==> src/hw/qepc_pkg.sv <==
package qepc_pkg;

    // Register byte offsets
    localparam logic [7:0] QEPC_OFF_CONFIG    = 8'h00;
    localparam logic [7:0] QEPC_OFF_WRAP      = 8'h04;
    localparam logic [7:0] QEPC_OFF_CONTROL   = 8'h08;
    localparam logic [7:0] QEPC_OFF_POSITION  = 8'h0C;
    localparam logic [7:0] QEPC_OFF_DIRECTION = 8'h10;

    // Configuration and control field positions
    localparam int QEPC_BIT_SWAP      = 1;
    localparam int QEPC_BIT_STEP_DIR  = 2;
    localparam int QEPC_BIT_BOTH      = 3;
    localparam int QEPC_BIT_INDEX_CLR = 4;
    localparam int QEPC_BIT_GO        = 0;

    // Configuration patterns
    localparam logic [31:0] QEPC_PHASES_STRAIGHT    = 32'h0000_0000;
    localparam logic [31:0] QEPC_PHASES_EXCHANGED   = 32'h0000_0002;
    localparam logic [31:0] QEPC_PHASE_PAIR_DECODE  = 32'h0000_0000;
    localparam logic [31:0] QEPC_STEP_DIR_DECODE    = 32'h0000_0004;
    localparam logic [31:0] QEPC_COUNT_SINGLE_PHASE = 32'h0000_0000;
    localparam logic [31:0] QEPC_COUNT_BOTH_PHASES  = 32'h0000_0008;
    localparam logic [31:0] QEPC_INDEX_CLEAR_OFF    = 32'h0000_0000;
    localparam logic [31:0] QEPC_INDEX_CLEAR_ON     = 32'h0000_0010;

    // Reset values and direction read codes
    localparam logic [31:0] QEPC_RST_WRAP     = 32'h0000_0000;
    localparam logic [31:0] QEPC_RST_POSITION = 32'h0000_0000;
    localparam logic [31:0] QEPC_DIR_FORWARD  = 32'h0000_0001;
    localparam logic [31:0] QEPC_DIR_REVERSE  = 32'hFFFF_FFFF;

    typedef struct packed {
        logic index_clear;
        logic count_both;
        logic step_dir;
        logic swap;
        logic unused0;
    } qepc_cfg_t;

    localparam qepc_cfg_t QEPC_RST_CFG = '0;

endpackage

==> src/hw/qepc_encoder_position_unit.sv <==
// Chosen here: the address map and register access over APB.
`timescale 1ns/1ns
// Summary of operation
// - Config bit 0x4 selects step/dir, else quadrature
// - Quadrature direction follows phase edge order
// - Step/dir counts A steps, B level gives direction
// - Capture choice matters only in quadrature decoding
// - Single phase mode counts both A edges
// - Both phases mode counts each A or B edge that does not coincide with an edge on the other phase
// - Counter accumulates continuously without software help
// - Counter equal to wrap limit becomes zero
// - Index clear on: index pulse clears counter
// - Index clear off: index pulses are ignored
// - Swap bit exchanges phase A and B
// - Last direction reads as plus or minus one
// - Counting runs only between start and stop
module qepc_encoder_position_unit
    import qepc_pkg::*;
(
    input  wire logic        pclk,
    input  wire logic        presetn,
    input  wire logic        psel,
    input  wire logic        penable,
    input  wire logic        pwrite,
    input  wire logic [7:0]  paddr,
    input  wire logic [31:0] pwdata,
    output logic      [31:0] prdata,
    output logic             pready,
    output logic             pslverr,
    input  wire logic        phase_a_in,
    input  wire logic        phase_b_in,
    input  wire logic        index_in,
    output logic      [31:0] position,
    output logic             direction_forward,
    output logic             counting_go
);

    qepc_cfg_t   cfg;
    logic [31:0] wrap_limit;
    logic        in_s1   [0:2];
    logic        in_s2   [0:2];
    logic        in_prev [0:2];
    logic        a_now;
    logic        a_old;
    logic        b_now;
    logic        b_old;
    logic        a_edge;
    logic        b_edge;
    logic        count_ev;
    logic        fwd;
    logic        idx_clr;
    logic        wr_en;
    logic        setup;
    logic        addr_ok;
    logic [31:0] rd_val;
    logic [31:0] next_position;
    logic [31:0] step_val;

    // Input synchroniser and edge history
    genvar gi;
    generate
        for (gi = 0; gi < 3; gi++) begin : g_sync
            always_ff @(posedge pclk or negedge presetn) begin
                if (!presetn) begin
                    in_s1[gi]   <= 1'b0;
                    in_s2[gi]   <= 1'b0;
                    in_prev[gi] <= 1'b0;
                end else begin
                    in_s1[gi]   <= (gi == 0) ? phase_a_in :
                                   (gi == 1) ? phase_b_in : index_in;
                    in_s2[gi]   <= in_s1[gi];
                    in_prev[gi] <= in_s2[gi];
                end
            end
        end
    endgenerate

    // Phase selection with optional swap
    always_comb begin
        a_now = cfg.swap ? in_s2[1] : in_s2[0];
        a_old = cfg.swap ? in_prev[1] : in_prev[0];
        b_now = cfg.swap ? in_s2[0] : in_s2[1];
        b_old = cfg.swap ? in_prev[0] : in_prev[1];
    end

    assign a_edge = a_now ^ a_old;
    assign b_edge = b_now ^ b_old;

    // Decoder: counting event and direction
    always_comb begin
        count_ev = 1'b0;
        fwd      = direction_forward;
        if (cfg.step_dir) begin
            count_ev = a_edge & a_now;
            fwd      = b_now;
        end else if (a_edge && !b_edge) begin
            count_ev = 1'b1;
            fwd      = a_now ^ b_now;
        end else if (b_edge && !a_edge) begin
            count_ev = cfg.count_both;
            fwd      = (a_now == b_now);
        end
    end

    assign idx_clr = cfg.index_clear & in_s2[2] & ~in_prev[2];

    // Next position with wrap handling
    always_comb begin
        step_val = fwd ? position + 32'h0000_0001
                       : position - 32'h0000_0001;
        if (!fwd && position == 32'h0000_0000 && wrap_limit != '0) begin
            step_val = wrap_limit - 32'h0000_0001;
        end
        next_position = position;
        if (idx_clr) begin
            next_position = QEPC_RST_POSITION;
        end else if (count_ev) begin
            if (step_val == wrap_limit) begin
                next_position = QEPC_RST_POSITION;
            end else begin
                next_position = step_val;
            end
        end
    end

    always_ff @(posedge pclk or negedge presetn) begin
        if (!presetn) begin
            position <= QEPC_RST_POSITION;
        end else if (counting_go) begin
            position <= next_position;
        end
    end

    always_ff @(posedge pclk or negedge presetn) begin
        if (!presetn) begin
            direction_forward <= 1'b1;
        end else if (counting_go && count_ev) begin
            direction_forward <= fwd;
        end
    end

    // APB slave
    assign setup = psel & ~penable & ~pready;
    assign wr_en = psel & penable & pready & pwrite & ~pslverr;
    assign addr_ok = (paddr == QEPC_OFF_CONFIG) ||
                     (paddr == QEPC_OFF_WRAP) ||
                     (paddr == QEPC_OFF_CONTROL) ||
                     (paddr == QEPC_OFF_POSITION) ||
                     (paddr == QEPC_OFF_DIRECTION);

    always_comb begin
        rd_val = 32'h0000_0000;
        case (paddr)
            QEPC_OFF_CONFIG:    rd_val = {27'h0, cfg};
            QEPC_OFF_WRAP:      rd_val = wrap_limit;
            QEPC_OFF_CONTROL:   rd_val = {31'h0, counting_go};
            QEPC_OFF_POSITION:  rd_val = position;
            QEPC_OFF_DIRECTION: rd_val = direction_forward ?
                                         QEPC_DIR_FORWARD :
                                         QEPC_DIR_REVERSE;
            default:            rd_val = 32'h0000_0000;
        endcase
    end

    always_ff @(posedge pclk or negedge presetn) begin
        if (!presetn) begin
            pready  <= 1'b0;
            pslverr <= 1'b0;
            prdata  <= 32'h0000_0000;
        end else begin
            pready  <= setup;
            pslverr <= setup & ~addr_ok;
            prdata  <= (setup && !pwrite) ? rd_val : 32'h0000_0000;
        end
    end

    always_ff @(posedge pclk or negedge presetn) begin
        if (!presetn) begin
            cfg <= QEPC_RST_CFG;
        end else if (wr_en && paddr == QEPC_OFF_CONFIG) begin
            cfg <= qepc_cfg_t'({pwdata[QEPC_BIT_INDEX_CLR],
                                pwdata[QEPC_BIT_BOTH],
                                pwdata[QEPC_BIT_STEP_DIR],
                                pwdata[QEPC_BIT_SWAP], 1'b0});
        end
    end

    always_ff @(posedge pclk or negedge presetn) begin
        if (!presetn) begin
            wrap_limit <= QEPC_RST_WRAP;
        end else if (wr_en && paddr == QEPC_OFF_WRAP) begin
            wrap_limit <= pwdata;
        end
    end

    always_ff @(posedge pclk or negedge presetn) begin
        if (!presetn) begin
            counting_go <= 1'b0;
        end else if (wr_en && paddr == QEPC_OFF_CONTROL) begin
            counting_go <= pwdata[QEPC_BIT_GO];
        end
    end

    // Checks
    a_stop_hold: assert property (@(posedge pclk) disable iff (!presetn)
        !counting_go |=> $stable(position))
        else $error("position moved while stopped");

    a_wrap_zero: assert property (@(posedge pclk) disable iff (!presetn)
        counting_go && count_ev && !idx_clr && step_val == wrap_limit
        |=> position == 32'h0000_0000)
        else $error("position did not wrap to zero");

    a_index_clear: assert property (@(posedge pclk) disable iff (!presetn)
        counting_go && cfg.index_clear && in_s2[2] && !in_prev[2]
        |=> position == 32'h0000_0000)
        else $error("index pulse did not clear position");

    a_index_ignored: assert property (@(posedge pclk) disable iff (!presetn)
        !cfg.index_clear && !count_ev |=> $stable(position))
        else $error("position changed without a counted edge");

    a_fwd_inc: assert property (@(posedge pclk) disable iff (!presetn)
        counting_go && count_ev && fwd && !idx_clr
        && position + 32'h0000_0001 != wrap_limit
        |=> position == $past(position) + 32'h0000_0001)
        else $error("forward edge did not increment");

    a_rev_dec: assert property (@(posedge pclk) disable iff (!presetn)
        counting_go && count_ev && !fwd && !idx_clr
        && position != 32'h0000_0000
        && position - 32'h0000_0001 != wrap_limit
        |=> position == $past(position) - 32'h0000_0001)
        else $error("reverse edge did not decrement");

    a_single_phase: assert property (@(posedge pclk) disable iff (!presetn)
        !cfg.step_dir && !cfg.count_both && !a_edge && !idx_clr
        |=> $stable(position))
        else $error("counted a B edge in single phase mode");

    a_step_fall: assert property (@(posedge pclk) disable iff (!presetn)
        cfg.step_dir && !(a_edge && a_now) && !idx_clr
        |=> $stable(position))
        else $error("step mode counted without rising step");

    a_both_count: assert property (@(posedge pclk) disable iff (!presetn)
        counting_go && !cfg.step_dir && cfg.count_both && b_edge
        && !a_edge && !idx_clr && wrap_limit > 32'h0000_0002
        |=> !$stable(position))
        else $error("B edge not counted in both phases mode");

    a_dir_report: assert property (@(posedge pclk) disable iff (!presetn)
        counting_go && count_ev |=> direction_forward == $past(fwd))
        else $error("direction not remembered");

    a_sync_path: assert property (@(posedge pclk) disable iff (!presetn)
        in_s1[0] |=> in_s2[0] ##1 in_prev[0])
        else $error("synchroniser pipeline broken");

    a_sync_index: assert property (@(posedge pclk) disable iff (!presetn)
        in_s1[2] |=> in_s2[2])
        else $error("index synchroniser broken");

    a_stop_dir: assert property (@(posedge pclk) disable iff (!presetn)
        !counting_go |=> $stable(direction_forward))
        else $error("direction moved while stopped");

    a_step_dir: assert property (@(posedge pclk) disable iff (!presetn)
        counting_go && cfg.step_dir && count_ev
        |=> direction_forward == $past(b_now))
        else $error("step direction not taken from B level");

    a_quad_a_dir: assert property (@(posedge pclk) disable iff (!presetn)
        counting_go && !cfg.step_dir && a_edge && !b_edge
        |=> direction_forward == ($past(a_now) ^ $past(b_now)))
        else $error("wrong direction on A edge");

    a_quad_b_dir: assert property (@(posedge pclk) disable iff (!presetn)
        counting_go && !cfg.step_dir && cfg.count_both && b_edge && !a_edge
        |=> direction_forward == ($past(a_now) == $past(b_now)))
        else $error("wrong direction on B edge");

    a_same_edge: assert property (@(posedge pclk) disable iff (!presetn)
        !cfg.step_dir && a_edge && b_edge && !idx_clr |=> $stable(position))
        else $error("counted when both phases moved together");

    a_swap_route: assert property (@(posedge pclk) disable iff (!presetn)
        cfg.swap |-> a_now == in_s2[1] && b_now == in_s2[0])
        else $error("phases not exchanged");

    a_straight: assert property (@(posedge pclk) disable iff (!presetn)
        !cfg.swap |-> a_now == in_s2[0] && b_now == in_s2[1])
        else $error("phases exchanged while straight");

    a_single_count: assert property (@(posedge pclk) disable iff (!presetn)
        counting_go && !cfg.step_dir && a_edge && !b_edge && !idx_clr
        && wrap_limit > 32'h0000_0002
        |=> !$stable(position))
        else $error("A edge not counted");

    a_step_rise: assert property (@(posedge pclk) disable iff (!presetn)
        counting_go && cfg.step_dir && a_edge && a_now && !idx_clr
        && wrap_limit > 32'h0000_0002
        |=> !$stable(position))
        else $error("rising step not counted");

    a_step_no_b: assert property (@(posedge pclk) disable iff (!presetn)
        cfg.step_dir && b_edge && !a_edge && !idx_clr |=> $stable(position))
        else $error("direction pin change was counted");

    a_dec_zero: assert property (@(posedge pclk) disable iff (!presetn)
        counting_go && count_ev && !fwd && !idx_clr
        && position == 32'h0000_0000 && wrap_limit > 32'h0000_0001
        |=> position == $past(wrap_limit) - 32'h0000_0001)
        else $error("decrement from zero did not wrap");

    a_index_wins: assert property (@(posedge pclk) disable iff (!presetn)
        counting_go && idx_clr && count_ev |=> position == 32'h0000_0000)
        else $error("count beat index clear");

    a_cfg_write: assert property (@(posedge pclk) disable iff (!presetn)
        wr_en && paddr == QEPC_OFF_CONFIG
        |=> cfg.step_dir == $past(pwdata[QEPC_BIT_STEP_DIR]))
        else $error("decoding mode not written");

    a_go_write: assert property (@(posedge pclk) disable iff (!presetn)
        wr_en && paddr == QEPC_OFF_CONTROL
        |=> counting_go == $past(pwdata[QEPC_BIT_GO]))
        else $error("start or stop not taken");

    c_quad_fwd: cover property (@(posedge pclk) disable iff (!presetn)
        counting_go && !cfg.step_dir && count_ev && fwd);
    c_quad_rev: cover property (@(posedge pclk) disable iff (!presetn)
        counting_go && !cfg.step_dir && count_ev && !fwd);
    c_step_dir: cover property (@(posedge pclk) disable iff (!presetn)
        counting_go && cfg.step_dir && count_ev);
    c_wrap: cover property (@(posedge pclk) disable iff (!presetn)
        counting_go && count_ev && step_val == wrap_limit);
    c_index: cover property (@(posedge pclk) disable iff (!presetn)
        counting_go && idx_clr);

endmodule

==> config.mk <==
export PLATFORM = sky130hd
export DESIGN_NAME = qepc_encoder_position_unit
export DESIGN_NICKNAME = d
export VERILOG_FILES = /design/src/hw/qepc_pkg.sv /design/src/hw/qepc_encoder_position_unit.sv
export SDC_FILE = /design/constraint.sdc
export NUM_CORES = 1
export LEC_CHECK = 0
export BUFFER_PORTS_ARGS = -buffer_cell sky130_fd_sc_hd__buf_2
export CORE_MARGIN = 2
export CORE_UTILIZATION = 30
export DETAILED_ROUTE_END_ITERATION = 12
export PLACE_DENSITY = 0.59
export SYNTH_ARGS = -nofsm -noshare
export SYNTH_HDL_FRONTEND = slang
export SYNTH_SLANG_ARGS = --single-unit
==> constraint.sdc <==
create_clock -name pclk -period 8.1 [get_ports pclk]
set_clock_uncertainty 0.2 [all_clocks]
set_input_delay 0 -clock pclk [delete_from_list [all_inputs] [get_ports pclk]]
set_output_delay 0 -clock pclk [all_outputs]
set_load 0.01 [all_outputs]
==> out/qor.txt, run 1 <==
synth warn: 0
Peak supply drop: 0.1241 mV
Seq/Total Area, Yosys: 31.71%
pre-CTS setup slack: 1.148 ns
Final HPWL DP: 27450 um
initial core utilization: 30.26%
critical setup path kind: flop to flop
post-DR wirelength/cell: 24.29 um
worst r2r dst: position[22]
initial antenna violation count: 0
ant diodes: 0
actual slew at the worst max-slew pin: 1.139 ns
syn nets: 1142
root buffer cell: clkbuf_16
Post-DP Area: 9811 um2
Synth Cell Area: 8922 um2
Final Hold Viols: 0
end of the worst hold path: prdata[31]
clk_lat worst skew: 0.44 ns
via count: 9490
Hold Crit Start: paddr[0]
Async SR Flop Fraction: 100.0%
hold crit path type: input pin to flop
worst setup margin: 1.073 ns
Power Density: 181.7 nW/um2
final wirelength: 38740 um
antenna viol nets, final: 0
setup violators final: 0
Pre-antenna DRT Iters: 5
die area: 31140 um2
CORE AREA: 29480 um2
Top FF cell, synth: dfrtp_1
synthesized area per cell: 8.201 um2
CTS buffer count: 17
Multi-input gate area: 5593 um2
CP startpoint kind: flop
Fill cells: 3086
Top-Level Pins: 116
RSZ-0062 raised after global routing: no
reg-to-reg setup timing slack: 1.07 ns
Initial DRC Count: 963
grt ovf: 0
vias in the first global route: 9300
Residual DRC: 0
setup bufs post-CTS: 0
TNS Setup: 0 ns
cts repair resizes: 0
Register Area: 2829 um2
Final nets: 1246
Max Fanout on Critical Path: 18
Clock Pin Slew Worst Setup and Hold Paths: 0.06 ns
Total GRT Usage: 25.28%
hold path cells: 6
final instance area: 11010 um2
vias per std cell: 5.950
Final Util: 37.34%
Max Transition Viols Final: 0
cell count after synthesis: 1088
H-tree level count: 4
die span in y: 176.5 um
max-cap violations: 0
Clock Path Buffers: 2
status: finished clean
CTS tree: done
Yosys cell types: 71
P_leak: 4.935 nW
clk sinks: 113
Fmax: 142.3 MHz
Area Overhead vs Synth: 23.39%
crit path time final: 7.027 ns
first-pass GRT wire length: 58890 um
Port Buf Inserts: 115
share of layout cells above drive strength 1: 21.58%
FF+latch count, synth: 113
Critical R2R Launch: cfg[1]
largest net degree at the start of global routing: 76
crit path capture type: flop
row count: 63
Crit path arrival time: 7.15 ns
Die Span X: 176.5 um
gpl congestion: 0.9959
hold_buf cts: 53
Post-synth EDFFs: 0
Reg2Reg Depth: 20
Max-slew headroom: 23.75%
Final Cycle Share: 86.75%
worst path required time: 8.23 ns
[power by group]
group	switching (W)	internal [W]	leakage (nW)
clock network	0.000310	0.000550	0.318
registers	0.0000150	0.000571	1.55
logic	0.000344	0.000211	3.06
total	0.000669	0.00133	4.93
[through the flow]
stage / instances / total power (W) / hold slack [ns]
after floorplan: 1088 / 0.0009298 / -0.4956
after global placement: 1510 / 0.001120 / -0.1896
after detailed placement: 1510 / 0.001118 / -0.1801
after CTS: 1595 / 0.002005 / 0.001962
after global routing: 1595 / 0.002083 / 0.01717
final: 1595 / 0.002001 / 0.0004421
[cell type report]
cell class                      instances  share of cell area [%]
Clock buffer                           17                   3.864
Clock inverter                         15                   2.114
Inverter                               26                  0.8865
Multi-Input combinational cell        836                   50.80
Sequential cell                       113                   25.70
Tap cell                              390                   4.432
Timing Repair Buffer                  198                   12.21
[cells in the final DEF, fill, tap and decap left out, types with 6 or more instances in the layout]
master,synthesis,routed
a211oi_1,9,9
nor4_1,39,38
buf_2,10,114
a22o_1,21,21
nand2_1,80,80
a21oi_1,67,67
o211ai_1,14,14
dlygate4sd3_1,0,52
xnor2_1,46,46
and3_1,8,8
inv_1,25,25
nor2b_1,7,7
or4_1,18,18
a22oi_1,8,8
a31oi_1,20,20
nand2b_1,8,8
a221oi_1,10,10
mux2i_1,14,14
nand3_1,36,36
o21ai_0,42,42
nor3_1,42,42
nand3b_1,6,6
mux2_2,65,65
xor2_1,28,28
buf_4,0,31
dfrtp_1,112,112
nand4_1,23,23
clkbuf_16,0,17
and2_1,6,6
o22ai_1,10,10
or3_1,13,13
or2_2,6,6
ha_1,6,6
nor2_1,99,98
[cells by family (layout without fill, tap and decap cells)]
logic type	after synthesis	in the layout	share of synthesized area, %
and+or+nand+nor	408	408	23.49
DFF	113	113	31.71
buffers and inverters	139	256	6.156
AOI/OAI and AO/OA	268	268	20.52
muxes	79	79	9.774
xor gates and xnor gates	75	75	7.517
adders and majority gates	6	6	0.8414
[worst max-delay path by stage]
stage | start | endpoint | slack (ns) | cells after the start
final | cfg[1] | position[22] | 1.07 | 20
after CTS | cfg[1] | position[22] | 1.13 | 20
after global placement | cfg[1] | position[22] | 1.22 | 20
after global routing | cfg[1] | position[14] | 0.67 | 19
after floorplan | cfg[1] | position[6] | 0.19 | 29
after detailed placement | cfg[1] | position[22] | 1.15 | 20
[cells in the mapped netlist (7+ instances only)]
| master | n | area [um2] |
|---|---|---|
| or3_1 | 13 | 81.33 |
| mux2_2 | 65 | 732.0 |
| o22ai_1 | 10 | 62.56 |
| nor2b_1 | 7 | 43.79 |
| a211oi_1 | 9 | 67.56 |
| clkbuf_1 | 91 | 341.6 |
| nor2_1 | 99 | 371.6 |
| and3_1 | 8 | 50.05 |
| nand3_1 | 36 | 180.2 |
| a31oi_1 | 20 | 125.1 |
| xnor2_1 | 46 | 402.9 |
| nand4_1 | 23 | 143.9 |
| nand2_1 | 80 | 300.3 |
| nor3_1 | 42 | 210.2 |
| nand2b_1 | 8 | 50.05 |
| inv_1 | 25 | 93.84 |
| o211ai_1 | 14 | 105.1 |
| a221oi_1 | 10 | 87.58 |
| a22o_1 | 21 | 183.9 |
| buf_2 | 10 | 50.05 |
| buf_1 | 10 | 37.54 |
| xor2_1 | 28 | 245.2 |
| mux2i_1 | 14 | 140.1 |
| or4_1 | 18 | 135.1 |
| dfrtp_1 | 112 | 2803 |
| a22oi_1 | 8 | 60.06 |
| nor4_1 | 39 | 244.0 |
| o21ai_0 | 42 | 210.2 |
| a21oi_1 | 67 | 335.3 |
[sequential cells by signal, summed over array words and instances, names as in the netlist, 3 cells and up]
name	cells
position	32
prdata	32
wrap_limit	32
cfg	4
in_prev	3
in_s1	3
in_s2	3
[critical path, stage by stage, from the launching register on]
cell and delay (ns):
dfrtp_1 0.64, mux2_2 0.40, ha_1 0.39, or3b_2 0.47, mux2i_1 0.28, o41a_1 0.28
nor2_4 0.05, xnor2_1 0.12, ha_1 0.34, or3_1 0.38, or3_1 0.43, nor2_1 0.29
a221oi_1 0.13, a21oi_1 0.33, mux2i_1 0.24, o221ai_1 0.14, or4b_1 0.51, or4_1 0.57
and2_1 0.18, buf_4 0.23, a32o_1 0.30
[metal layers]
metal | vias up | share of wire (%) | GRT usage (%)
li1 | 4256 | - | -
met1 | 4647 | 44 | 34.85
met2 | 494 | 45 | 39.38
met3 | 93 | 7.9 | 4.587
met4 | 0 | 3.1 | 9.504
met5 | - | 0 | 0
Note: power is estimated with default switching activity, not from simulation.
==> run 2: changes to the inputs <==
--- a/config.mk
+++ b/config.mk
@@ -6,10 +6,12 @@
 export NUM_CORES = 1
 export LEC_CHECK = 0
 export BUFFER_PORTS_ARGS = -buffer_cell sky130_fd_sc_hd__buf_2
+export CELL_PAD_IN_SITES_DETAIL_PLACEMENT = 0
+export CELL_PAD_IN_SITES_GLOBAL_PLACEMENT = 1
 export CORE_MARGIN = 2
 export CORE_UTILIZATION = 30
 export DETAILED_ROUTE_END_ITERATION = 12
-export PLACE_DENSITY = 0.59
+export PLACE_DENSITY = 0.71
 export SYNTH_ARGS = -nofsm -noshare
 export SYNTH_HDL_FRONTEND = slang
 export SYNTH_SLANG_ARGS = --single-unit
==> run 2 against run 1 <==
Against the previous run:
- the run now ends with hold timing left
- clock-buffer cell count up 3
- wire length up 1.5%
- core utilization down 0.11 points
- largest power group unchanged
- highest routed layer unchanged
==> out/qor.txt, run 2 (synthesized netlist as in run 1, its figures left out) <==
Top-Level Pins: 116 (unchanged)
Total GRT Usage: 25.39% (was 25.28%)
most common cell after layout, fill and taps aside: buf_2 (unchanged)
Max Fanout on Critical Path: 15 (was 18)
Post-DP Area: 9818 um2 (was 9811 um2)
commonest non-fill, non-tap cells in the layout: 114 x buf_2, 112 x dfrtp_1, 98 x nor2_1 (unchanged)
Max Transition Viols Final: 0 (unchanged)
Hold Slack: -0.02376 ns (was 0.0004421 ns)
GR Util met1: 34.41% (was 34.85%)
Clock Pin Slew Worst Setup and Hold Paths: 0.06 ns (about the same)
die span in y: 176.5 um (unchanged)
Port Buf Inserts: 115 (unchanged)
met2 Track Usage GR: 38.77% (was 39.38%)
Final nets: 1245 (was 1246)
worst r2r dst: position[27] (was position[22])
Die Span X: 176.5 um (unchanged)
CTS tree: done (unchanged)
Critical R2R Launch: cfg[1] (unchanged)
largest registers: position (32), prdata (32), wrap_limit (32) (unchanged)
worst path required time: 8.20 ns (was 8.23 ns)
clk_lat worst skew: 0.44 ns (about the same)
Reg2Reg Depth: 21 (was 20)
Fill cells: 3108 (was 3086)
GR Util met3: 5.189% (was 4.587%)
post-DR wirelength/cell: 24.67 um (was 24.29 um)
Fmax: 133.3 MHz (was 142.3 MHz)
Initial DRC Count: 1017 (was 963)
Residual DRC: 0 (unchanged)
crit path capture type: flop (unchanged)
vias in the first global route: 9301 (was 9300)
Area Overhead vs Synth: 23.03% (was 23.39%)
CP Cell Sequence: mux2_2 > ha_1 > or3b_2 > mux2i_1 > o41a_1 > nor2_4 > xnor2_1 > ha_1 > or3_1 > or3_1 > nor2_1 > nand2_1 > o311ai_0 > a31oi_1 > nor3_1 > or4b_1 > or4_1 > buf_4 > nand2_1 > buf_12 > o22ai_1 (was mux2_2 > ha_1 > or3b_2 > mux2i_1 > o41a_1 > nor2_4 > xnor2_1 > ha_1 > or3_1 > or3_1 > nor2_1 > a221oi_1 > a21oi_1 > mux2i_1 > o221ai_1 > or4b_1 > or4_1 > and2_1 > buf_4 > a32o_1)
max-cap violations: 0 (unchanged)
status: complete, but fails checks (was finished clean)
hold crit path type: input pin to async pin (was input pin to flop)
delay of the slowest critical-path stage: 0.80 ns (was 0.64 ns)
CP max stage cell: o41a_1 (was dfrtp_1)
Multi-input gate area: 5588 um2 (was 5593 um2)
final wirelength: 39320 um (was 38740 um)
Setup crit end: position[27] (was position[22])
Max-slew headroom: 20.11% (was 23.75%)
CTS buffer count: 17 (unchanged)
root buffer cell: clkbuf_16 (unchanged)
critical setup path kind: flop to flop (unchanged)
setup violators final: 0 (unchanged)
via count: 9456 (was 9490)
largest net degree at the start of global routing: 60 (was 76)
Peak supply drop: 0.1091 mV (was 0.1241 mV)
crit path from: cfg[1] (unchanged)
TNS Setup: 0 ns (unchanged)
vias per std cell: 5.932 (was 5.950)
antenna viol nets, final: 0 (unchanged)
CORE AREA: 29480 um2 (unchanged)
Final Hold Viols: 12 (was 0)
Power Density: 179.0 nW/um2 (was 181.7 nW/um2)
clk sinks: 113 (unchanged)
Clock Path Buffers: 2 (unchanged)
final instance area: 10980 um2 (was 11010 um2)
initial antenna violation count: 0 (unchanged)
Final Cycle Share: 92.62% (was 86.75%)
crit path time final: 7.502 ns (was 7.027 ns)
Register Area: 2829 um2 (unchanged)
reg-to-reg setup timing slack: 0.60 ns (was 1.07 ns)
gpl congestion: 0.9778 (was 0.9959)
GRT Max-Usage Layer: met2 (unchanged)
initial core utilization: 30.26% (unchanged)
first-pass GRT wire length: 59200 um (was 58890 um)
violated checks: hold timing
CP startpoint kind: flop (unchanged)
Pre-antenna DRT Iters: 5 (unchanged)
actual slew at the worst max-slew pin: 1.168 ns (was 1.139 ns)
RSZ-0062 raised after global routing: no (unchanged)
Final HPWL DP: 27620 um (was 27450 um)
row count: 63 (unchanged)
H-tree level count: 4 (unchanged)
die area: 31140 um2 (unchanged)
Crit path arrival time: 7.60 ns (was 7.15 ns)
share of layout cells above drive strength 1: 21.51% (was 21.58%)
grt ovf: 0 (unchanged)
P_leak: 4.915 nW (was 4.935 nW)
ant diodes: 0 (unchanged)
run 2: cell count changes in the layout (fill, tap and decap cells not counted), sizes merged:
| cell | delta |
|---|---|
| clkbuf | +3 |
| clkinv | -3 |
| clkinvlp | +3 |
| inv | -2 |
| buf | -1 |
| bufinv | -1 |
run 2: metrics by stage:
step	cells	total power (W)	setup WS, ns	hold WS, ns	utilization (%)
after floorplan	1088	0.0009298	0.1854	-0.4956	-
after global placement	1510	0.001120	0.8103	-0.09021	33.30
after detailed placement	1510	0.001116	0.7409	-0.09060	33.30
after CTS	1594	0.001963	0.6850	0.001535	37.23
after global routing	1594	0.002042	0.1889	0.03037	37.23
final	1594	0.001965	0.5982	-0.02376	37.23
run 2: layout make-up:
type,count,area share (%)
Clock buffer,20,4.160
Sequential cell,113,25.77
Multi-Input combinational cell,836,50.91
Inverter,26,0.8891
Clock inverter,12,1.653
Timing Repair Buffer,197,12.17
Tap cell,390,4.445
run 2: worst min path at each step:
stage / from / end / slack (ns) / cells past startpoint
after detailed placement: phase_b_in / in_s1[1] / -0.09 / 1
after CTS: phase_a_in / in_s1[2] / 0.002 / 2
after global placement: presetn / counting_go / -0.09 / 1
after global routing: phase_a_in / in_s1[2] / 0.03 / 2
after floorplan: presetn / cfg[1] / -0.50 / 0
final: presetn / in_s1[1] / -0.02 / 2
run 2: metal layers:
layer,part of all wire (%),up-vias
li1,-,4246
met1,44,4652
met2,44,451
met5,0,-
met3,7.9,107
met4,3.9,0
run 2: critical path: cells and delay by family, from the launching register on:
kind / cells / cell delay, ns
buffers and inverters: 2 / 0.39
muxes: 2 / 0.62
xor gates and xnor gates: 1 / 0.15
adders and majority gates: 2 / 0.72
and+or+nand+nor: 10 / 3.10
AOI/OAI and AO/OA: 4 / 1.53
DFF: 1 / 0.65
run 2: what timing repair did:
item	4_1_cts	5_1_grt
gates resized for setup	0	0
buffers inserted	0	0
endpoints found under the hold margin	106	0
hold buffers	52	0
run 2: where the power goes:
part	total, W	internal (W)	switching (W)
logic	0.000556	0.000205	0.000351
registers	0.000586	0.000571	0.0000151
clock network	0.000823	0.000531	0.000292
total	0.00197	0.00131	0.000658
